`src/rx_buffer_defines.vh`:
```
`ifndef RX_BUFFER_DEFINES_VH
`define RX_BUFFER_DEFINES_VH

// Negative acknowledgement reasons
`define NAK_NONE 2'h0
`define NAK_UNAVAIL 2'h1
`define NAK_TOOSMALL 2'h2

// Response kinds posted to the host
`define RSP_RXDONE 3'h0
`define RSP_NAK 3'h1
`define RSP_NXM 3'h2
`define RSP_BABBLE 3'h3
`define RSP_STREAM 3'h4
`define RSP_BUFRET 3'h5

// Boot request reasons
`define BOOT_POWERON 1'h0
`define BOOT_INVOKE 1'h1

// Retrieval window after overflow
`define CLK_PERIOD_NS 10
`define RETRIEVE_WINDOW_MS 3000
`define RETRIEVE_CYCLES (`RETRIEVE_WINDOW_MS * (1000000 / `CLK_PERIOD_NS))

`endif

```
`src/resp_fifo.v`:
```
`timescale 1ns/1ps
// ********************************
// Response FIFO
// ********************************
module resp_fifo #(
   parameter WIDTH = 24,
   parameter DEPTH = 32,
   parameter AW = 5
) (
   // Clock and reset
   input wire mclk,
   input wire rst_n,
   input wire flush,
   // Fill side
   input wire inValid,
   output wire inReady,
   input wire [WIDTH-1:0] inData,
   // Drain side
   output wire outValid,
   input wire outReady,
   output wire [WIDTH-1:0] outData,
   output wire [AW:0] level
);
   reg [WIDTH-1:0] mem [0:DEPTH-1];
   reg [AW-1:0] wrPtr;
   reg [AW-1:0] rdPtr;
   reg [AW:0] count;
   wire doWrite;
   wire doRead;

   assign inReady = (count != DEPTH[AW:0]);
   assign outValid = (count != {(AW+1){1'b0}});
   assign outData = mem[rdPtr];
   assign level = count;
   assign doWrite = inValid && inReady;
   assign doRead = outValid && outReady;

   always @(posedge mclk) begin
      if (doWrite) begin
         mem[wrPtr] <= inData;
      end
   end

   always @(posedge mclk or negedge rst_n) begin
      if (!rst_n) begin
         wrPtr <= {AW{1'b0}};
         rdPtr <= {AW{1'b0}};
         count <= {(AW+1){1'b0}};
      end else if (flush) begin
         wrPtr <= {AW{1'b0}};
         rdPtr <= {AW{1'b0}};
         count <= {(AW+1){1'b0}};
      end else begin
         if (doWrite) begin
            wrPtr <= wrPtr + {{(AW-1){1'b0}}, 1'b1};
         end
         if (doRead) begin
            rdPtr <= rdPtr + {{(AW-1){1'b0}}, 1'b1};
         end
         case ({doWrite, doRead})
            2'b10: count <= count + {{AW{1'b0}}, 1'b1};
            2'b01: count <= count - {{AW{1'b0}}, 1'b1};
            default: count <= count;
         endcase
      end
   end
endmodule

```
`src/sync2.v`:
```
`timescale 1ns/1ps
// ********************************
// Two-stage synchroniser
// ********************************
module sync2 #(
   parameter WIDTH = 1
) (
   // Clock and reset
   input wire mclk,
   input wire rst_n,
   // Data
   input wire [WIDTH-1:0] din,
   output reg [WIDTH-1:0] dout
);
   reg [WIDTH-1:0] stage1;

   always @(posedge mclk or negedge rst_n) begin
      if (!rst_n) begin
         stage1 <= {WIDTH{1'b0}};
         dout <= {WIDTH{1'b0}};
      end else begin
         stage1 <= din;
         dout <= stage1;
      end
   end
endmodule

```
`src/rx_buffer_ctrl.v`:
```
// Summary of operation
// - Bad buffer address posts failing address
// - Reported address may be one past
// - Drop out-of-sequence messages silently
// - Pool tried only if enabled, quota, available
// - Small pool buffer, no private: NAK small
// - No private buffer: NAK temporarily unavailable
// - Small private buffer NAK, else use
// - Only list head examined, no search
// - Too-small only for receive buffers
// - Halt returns tributary's outstanding buffers
// - Global halt returns pool receive buffers
// - No free link block: fatal overflow
// - Overflow: post pending or queue head, interrupt, three seconds
// - Each retrieval posts next queued response
// - Queue empty or timeout: shut down
// - Timer expiry raises babble, else stream, in run state if no NXM
// - Power-on boot answers first poll
// - Host request starts boot request
// - Boot needs hardware switch configuration
`timescale 1ns/1ps
`include "rx_buffer_defines.vh"
module rx_buffer_ctrl #(
   parameter TRIB_W = 4,
   parameter LEN_W = 12,
   parameter ADDR_W = 18,
   parameter SEQ_W = 8,
   parameter RETRIEVE_CYCLES = `RETRIEVE_CYCLES,
   parameter FIFO_DEPTH = 32,
   parameter FIFO_AW = 5
) (
   // Clock and reset
   input wire mclk,
   input wire rst_n,
   // Received message from the link
   input wire msgValid,
   input wire [TRIB_W-1:0] msgTrib,
   input wire [SEQ_W-1:0] msgSeq,
   input wire [SEQ_W-1:0] expSeq,
   input wire [LEN_W-1:0] msgLen,
   // Buffer list heads for the tributary
   input wire poolEnable,
   input wire poolQuotaZero,
   input wire poolAvail,
   input wire [LEN_W-1:0] poolSize,
   input wire privAvail,
   input wire [LEN_W-1:0] privSize,
   // Buffer decision
   output reg takePool,
   output reg takePriv,
   output reg nakValid,
   output reg [1:0] nakReason,
   // Memory access faults
   input wire nxmValid,
   input wire [ADDR_W-1:0] nxmAddr,
   // Timers
   input wire babbleExpired,
   input wire streamExpired,
   // Halts
   input wire haltTrib,
   input wire [TRIB_W-1:0] haltTribId,
   input wire globalHalt,
   output reg returnTrib,
   output reg returnPool,
   // Response path to host
   input wire linkBlockFree,
   output reg rspValid,
   output reg [ADDR_W+2:0] rspData,
   input wire rspTake,
   output reg hostIrq,
   // Lifecycle
   input wire hostInit,
   output reg shutDown,
   // Boot
   input wire bootSwitchEn,
   input wire powerOnBootSw,
   input wire pollRx,
   input wire invokeBoot,
   output reg bootReq,
   output reg bootReason
);
   localparam RW = ADDR_W + 3;
   localparam ST_RUN = 2'h0;
   localparam ST_DRAIN = 2'h1;
   localparam ST_DEAD = 2'h2;
   localparam [31:0] WIN = RETRIEVE_CYCLES;

   // ********************************
   // Pin synchronisers
   // ********************************
   wire [1:0] swSync;
   sync2 #(.WIDTH(2)) swSyncInst (
      .mclk(mclk),
      .rst_n(rst_n),
      .din({bootSwitchEn, powerOnBootSw}),
      .dout(swSync)
   );

   // ********************************
   // Response FIFO
   // ********************************
   reg fifoInValid;
   reg [RW-1:0] fifoInData;
   wire fifoInReady;
   wire fifoOutValid;
   wire [RW-1:0] fifoOutData;
   reg fifoPop;
   reg fifoFlush;

   resp_fifo #(.WIDTH(RW), .DEPTH(FIFO_DEPTH), .AW(FIFO_AW)) rspFifo (
      .mclk(mclk),
      .rst_n(rst_n),
      .flush(fifoFlush),
      .inValid(fifoInValid),
      .inReady(fifoInReady),
      .inData(fifoInData),
      .outValid(fifoOutValid),
      .outReady(fifoPop),
      .outData(fifoOutData),
      .level()
   );

   function [RW-1:0] mkRsp;
      input [2:0] kind;
      input [ADDR_W-1:0] arg;
      begin
         mkRsp = {kind, arg};
      end
   endfunction

   // True when a message of len bytes fits a buffer of size bytes
   function fitsIn;
      input [LEN_W-1:0] len;
      input [LEN_W-1:0] size;
      begin
         fitsIn = (len <= size);
      end
   endfunction

   // ********************************
   // Buffer selection
   // ********************************
   // Only the head entries are seen; no list scan.
   reg selNak;
   reg [1:0] selReason;
   reg selPool;
   reg selPriv;
   reg poolTried;
   always @* begin
      selNak = 1'b0;
      selReason = `NAK_NONE;
      selPool = 1'b0;
      selPriv = 1'b0;
      poolTried = poolEnable && !poolQuotaZero && poolAvail;
      if (poolTried && fitsIn(msgLen, poolSize)) begin
         selPool = 1'b1;
      end else if (!privAvail) begin
         selNak = 1'b1;
         selReason = poolTried ? `NAK_TOOSMALL : `NAK_UNAVAIL;
      end else if (!fitsIn(msgLen, privSize)) begin
         selNak = 1'b1;
         selReason = `NAK_TOOSMALL;
      end else begin
         selPriv = 1'b1;
      end
   end

   // ********************************
   // Main control
   // ********************************
   reg [1:0] state;
   reg [31:0] winCount;
   reg pendValid;
   reg firstPollSeen;
   wire active;
   wire seqOk;
   wire overflow;
   wire winDone;
   assign active = (state == ST_RUN);
   assign seqOk = (msgSeq == expSeq);
   // A lost link block or a full queue is fatal either way
   assign overflow = !linkBlockFree || (fifoInValid && !fifoInReady);
   // Window counts from zero, so its last cycle is one short of the span
   assign winDone = (winCount >= WIN - 32'h00000001);

   // Highest-priority new response this cycle
   always @* begin
      fifoInValid = 1'b0;
      fifoInData = {RW{1'b0}};
      if (active) begin
         if (nxmValid) begin
            fifoInValid = 1'b1;
            fifoInData = mkRsp(`RSP_NXM, nxmAddr);
         end else if (babbleExpired) begin
            fifoInValid = 1'b1;
            fifoInData = mkRsp(`RSP_BABBLE, {ADDR_W{1'b0}});
         end else if (streamExpired) begin
            fifoInValid = 1'b1;
            fifoInData = mkRsp(`RSP_STREAM, {ADDR_W{1'b0}});
         end else if (msgValid && seqOk && selNak) begin
            fifoInValid = 1'b1;
            fifoInData = mkRsp(`RSP_NAK,
               {{(ADDR_W-TRIB_W-2){1'b0}}, selReason, msgTrib});
         end
      end
   end

   always @* begin
      fifoPop = 1'b0;
      fifoFlush = hostInit;
      if (active) begin
         fifoPop = (!pendValid || rspTake) && fifoOutValid;
      end else if (state == ST_DRAIN) begin
         fifoPop = rspTake && fifoOutValid;
      end
   end

   always @(posedge mclk or negedge rst_n) begin
      if (!rst_n) begin
         state <= ST_RUN;
         winCount <= 32'h00000000;
         pendValid <= 1'b0;
         takePool <= 1'b0;
         takePriv <= 1'b0;
         nakValid <= 1'b0;
         nakReason <= `NAK_NONE;
         returnTrib <= 1'b0;
         returnPool <= 1'b0;
         rspValid <= 1'b0;
         rspData <= {RW{1'b0}};
         hostIrq <= 1'b0;
         shutDown <= 1'b0;
      end else begin
         takePool <= 1'b0;
         takePriv <= 1'b0;
         nakValid <= 1'b0;
         returnTrib <= 1'b0;
         returnPool <= 1'b0;
         hostIrq <= 1'b0;
         case (state)
            ST_RUN: begin
               // Out-of-sequence messages fall through unanswered
               if (msgValid && seqOk) begin
                  takePool <= selPool;
                  takePriv <= selPriv;
                  nakValid <= selNak;
                  nakReason <= selReason;
               end
               returnTrib <= haltTrib;
               returnPool <= globalHalt;
               // A retrieval and a new posting may share one cycle
               if (fifoPop) begin
                  pendValid <= 1'b1;
                  rspValid <= 1'b1;
                  rspData <= fifoOutData;
                  hostIrq <= 1'b1;
               end else if (rspTake) begin
                  pendValid <= 1'b0;
                  rspValid <= 1'b0;
               end
               // Drain only if something is left to hand over
               if (overflow) begin
                  winCount <= 32'h00000000;
                  if (fifoPop || (pendValid && !rspTake)) begin
                     state <= ST_DRAIN;
                     rspValid <= 1'b1;
                     hostIrq <= 1'b1;
                  end else begin
                     rspValid <= 1'b0;
                     state <= ST_DEAD;
                     shutDown <= 1'b1;
                  end
               end
            end
            ST_DRAIN: begin
               // Every retrieval restarts the window
               if (rspTake) begin
                  winCount <= 32'h00000000;
                  if (fifoOutValid) begin
                     rspData <= fifoOutData;
                     rspValid <= 1'b1;
                     hostIrq <= 1'b1;
                  end else begin
                     rspValid <= 1'b0;
                     state <= ST_DEAD;
                     shutDown <= 1'b1;
                  end
               end else if (winDone) begin
                  rspValid <= 1'b0;
                  state <= ST_DEAD;
                  shutDown <= 1'b1;
               end else begin
                  winCount <= winCount + 32'h00000001;
               end
            end
            ST_DEAD: begin
               // Nothing is taken from the link here; only host init is accepted
               if (hostInit) begin
                  state <= ST_RUN;
                  shutDown <= 1'b0;
                  pendValid <= 1'b0;
               end
            end
            default: begin
               state <= ST_DEAD;
               shutDown <= 1'b1;
            end
         endcase
      end
   end

   // ********************************
   // Boot requests
   // ********************************
   // Power-on request is owed only to the first poll after reset or an init out of shutdown
   always @(posedge mclk or negedge rst_n) begin
      if (!rst_n) begin
         bootReq <= 1'b0;
         bootReason <= `BOOT_POWERON;
         firstPollSeen <= 1'b0;
      end else begin
         bootReq <= 1'b0;
         if (state == ST_DEAD) begin
            if (hostInit) begin
               firstPollSeen <= 1'b0;
            end
         end else if (active) begin
            if (pollRx && !firstPollSeen) begin
               firstPollSeen <= 1'b1;
               if (swSync[1] && swSync[0]) begin
                  bootReq <= 1'b1;
                  bootReason <= `BOOT_POWERON;
               end
            end else if (invokeBoot && swSync[1]) begin
               bootReq <= 1'b1;
               bootReason <= `BOOT_INVOKE;
            end
         end
      end
   end
endmodule

```
`config.mk`:
```
export PLATFORM = sky130hd
export DESIGN_NAME = rx_buffer_ctrl
export DESIGN_NICKNAME = d
export VERILOG_FILES = /design/src/resp_fifo.v /design/src/sync2.v /design/src/rx_buffer_ctrl.v
export VERILOG_INCLUDE_DIRS = /design/src /design/src/src
export SDC_FILE = /design/constraint.sdc
export NUM_CORES = 1
export LEC_CHECK = 0
export ABC_AREA = 1
export BUFFER_PORTS_ARGS = -buffer_cell sky130_fd_sc_hd__buf_2
export CAP_MARGIN = 20
export CORE_MARGIN = 2
export CORE_UTILIZATION = 50
export CTS_BUF_LIST = sky130_fd_sc_hd__clkbuf_8
export CTS_CLUSTER_DIAMETER = 150
export DETAILED_ROUTE_END_ITERATION = 8
export PLACE_DENSITY = 0.67
export SYNTH_ARGS = -nofsm -noshare
export SYNTH_HDL_FRONTEND = slang
export SYNTH_SLANG_ARGS = --single-unit
```
`constraint.sdc`:
```
create_clock -name mclk -period 3.07 [get_ports mclk]
set_input_delay 0.1535 -clock mclk [delete_from_list [all_inputs] [get_ports mclk]]
set_output_delay 0.1535 -clock mclk [all_outputs]
set_load 0.02 [all_outputs]
```
==> results.toml <==
[yosys]
synth_largest_type_area_fraction_pct = 63.78
ys.warnings.count = 0
asyncSetResetFlopFracSynth_pct = 11.70
syn_nets = 2763
yosys.cell_count.top_type = "sky130_fd_sc_hd__edfxtp_1"
synth.largest_area_cell = "sky130_fd_sc_hd__edfxtp_1"
netlist_area_um2 = 31640
ys_top_cells_by_area = "sky130_fd_sc_hd__edfxtp_1 64%, sky130_fd_sc_hd__dfrtp_1 7.0%, sky130_fd_sc_hd__o21ai_0 5.8%"
post_synth.cell_area_avg_um2 = 12.02
synth.lib_cells_used.distinct = 44
synth_common_cells = "672 x sky130_fd_sc_hd__edfxtp_1, 439 x sky130_fd_sc_hd__nor2_1, 364 x sky130_fd_sc_hd__o21ai_0"
netlist_instances = 2633
postSynthRegisterBits = 761
synth_ff_type = "sky130_fd_sc_hd__edfxtp_1"
ys_seq_area_share_pct = 70.82
number_of_enable_flip_flop_cells_after_synthesis = 672

[power_and_ir_drop]
power_w = 0.02879
worst_ir_drop_vdd_mv = 0.6475
power.static_leakage_nw = 13.32
power.density_nw_per_um2 = 782.9

[route]
drt_iter0_drc = 2374
via_per_inst = 5.787
postRouteAntennaNets = 0
top_layer = "met4"
wl_per_cell_um = 21.74
routedLengthMet1_mm = 33.46
met2_length_mm = 38.80
wl_mm = 83.10
wl_met3_mm = 8.120
vias = 22123
drc_errors = 0
drt-pass1-iter-count = 5

[floorplan]
core-area_um2 = 62850
row_count = 92
floorplan.die.width_um = 255.5
fp.dieArea_um2 = 65300
starting_utilization_of_the_core_area_pct = 50.34
chipHeight_um = 255.5
boundaryPins = 130

[setup_path]
cp_required_ns = 3.60
cp.arrival_ns = 3.28
start_kind = "input pin"
cp_capture_type = "flop"
critPathMaxFanout = 32
criticalPathCategory = "input pin to flop"
rr_worst_depth = 12

[grt]
grt_max_degree = 176
grt_first_pass_wirelength_mm = 125.7
antenna_found_initial = 2
grt_pass1_vias = 21515
total_gr_overflow = 0
grt_overall_usage_pct = 25.14

[place]
dp.final_hpwl_mm = 50.61
buffer_ports.inserted = 125
gp_congestion = 0.8818
placement.setup.worst_slack_ns = 0.08150

[timing]
fmax_mhz = 363.4
rsz0062_at_grt = "no"
setup_violations = 0
post-route-worst-setup-slack_ns = 0.3181
layout_min_cycle_time_ns = 2.752
final-max-slew-violation-count = 0
worst_hold_slack_ns = 0.07323
relSlewSlack_pct = 44.94
final_min_period_over_clock_period_pct = 89.64
tightestPinTransition_ns = 0.8259
finalHoldViolCount = 0
worst_case_clock_skew_ns = 0.03014

[status]
outcome = "finished clean"

[clock_network]
tritoncts = "built"
cts-buffers-inserted = 118
clock_path_buffers = 3
clock_sink_count = 761
h-tree-depth = 3
clock_latency_ns = 0.71
clock-root-buffer = "sky130_fd_sc_hd__clkbuf_8"
cts_post_setup_buffers_inserted = 0
post_cts_resize_count = 0
cts.reportedPaths.clkPinSlew_ns = 0.06

[cells_and_area]
layout.nets = 3002
final_util_pct = 58.51
area_growth_syn_to_layout_pct = 16.24
nFillCells = 5069
layout-drive-gt1-share_pct = 17.38

[min_path]
hold-path-cell-count = 6
holdCritPathClass = "input pin to flop"

[run]
drv_cap = 0
## layout by cell type (no fill, tap or decap), types with 51 or more instances in the layout
| master | instances |
|---|---|
| sky130_fd_sc_hd__nand4_1 | 51 |
| sky130_fd_sc_hd__clkbuf_8 | 130 |
| sky130_fd_sc_hd__nand3_1 | 91 |
| sky130_fd_sc_hd__buf_4 | 100 |
| sky130_fd_sc_hd__edfxtp_1 | 672 |
| sky130_fd_sc_hd__dfrtp_1 | 86 |
| sky130_fd_sc_hd__o221ai_1 | 66 |
| sky130_fd_sc_hd__nand2_1 | 294 |
| sky130_fd_sc_hd__buf_2 | 124 |
| sky130_fd_sc_hd__o21ai_0 | 360 |
| sky130_fd_sc_hd__inv_1 | 137 |
| sky130_fd_sc_hd__o22ai_1 | 103 |
| sky130_fd_sc_hd__nor2_1 | 394 |
## per-layer routing
layer  up-vias  GRT usage (%)
li1      10121              -
met1     10724          34.41
met2      1132          39.73
met3       146          4.981
met4         0          10.20
met5         -              0
## registers in the layout (all words and copies together) (netlist names), 2 cells and up
register and cells:
rspFifo.mem 672, winCount 32, rspData 21, rspFifo.level 6, rspFifo.rdPtr 5, rspFifo.wrPtr 5, nakReason 2, state 2
swSyncInst.dout 2, swSyncInst.stage1 2
## repair_timing
action,4_1_cts,5_1_grt
hold endpoints to repair,181,0
endpoints found under the setup margin,0,0
hold buffers,22,0
## final timing paths
kind,from,to,slack [ns]
setup / recovery,poolQuotaZero,rspFifo.mem[2][1]$_DFFE_PP_,0.32
hold / removal,msgSeq[6],nakReason[0]$_DFFE_PN0P_,0.07
setup reg to reg,state[0]$_DFFE_PN0P_,rspFifo.mem[24][18]$_DFFE_PP_,0.36
hold reg to reg,swSyncInst.stage1[1]$_DFF_PN0_,swSyncInst.dout[1]$_DFF_PN0_,0.35
max in group asynchronous,rst_n,rspFifo.rdPtr[0]$_DFFE_PN0P_,2.16
min in group asynchronous,rst_n,winCount[11]$_DFFE_PN0P_,0.51
## critical path, stage by stage
cell                            delay (ns)
sky130_fd_sc_hd__dlygate4sd3_1        0.53
sky130_fd_sc_hd__buf_2                0.10
sky130_fd_sc_hd__nor2_1               0.04
sky130_fd_sc_hd__dlygate4sd3_1        0.57
sky130_fd_sc_hd__nand2_2              0.12
sky130_fd_sc_hd__nand2_1              0.06
sky130_fd_sc_hd__nor3_1               0.25
sky130_fd_sc_hd__nand3_1              0.36
sky130_fd_sc_hd__o21ai_2              0.21
sky130_fd_sc_hd__dlygate4sd3_1        0.62
sky130_fd_sc_hd__buf_12               0.20
## kinds of logic after synthesis
group,after synthesis,synth area share [%]
compound gates,616,11.71
fa+ha+maj,33,1.305
flops,761,70.82
simple gates,925,12.23
buf+inv,277,3.358
xor+xnor,21,0.5813
## power by group
| group | switching (W) | internal (W) |
|---|---|---|
| clock | 0.00389 | 0.00414 |
| sequential | 0.000328 | 0.0123 |
| combinational | 0.00587 | 0.00230 |
## metrics by stage
step / cells / area, um2 / setup TNS, ns
CTS: 3821 / 36770 / 0
detailed placement: 3576 / 34280 / 0
finish: 3823 / 36780 / 0
global route: 3823 / 36780 / 0
global placement: 3576 / 34280 / 0
floorplan: 2633 / 31660 / -15.00
## area by class of cell
cell class                      instances  area [um2]  share of cell area [%]
Sequential cell                       761       22420                   60.95
Timing Repair Buffer                  276        2202                   5.988
Clock buffer                          130        1789                   4.865
Multi-Input combinational cell       1595        8368                   22.75
Clock inverter                         93       475.5                   1.293
Antenna cell                            2       5.005                 0.01361
Tap cell                              846        1059                   2.878
Inverter                              120       462.9                   1.259
(Power assumes the default switching activity.)
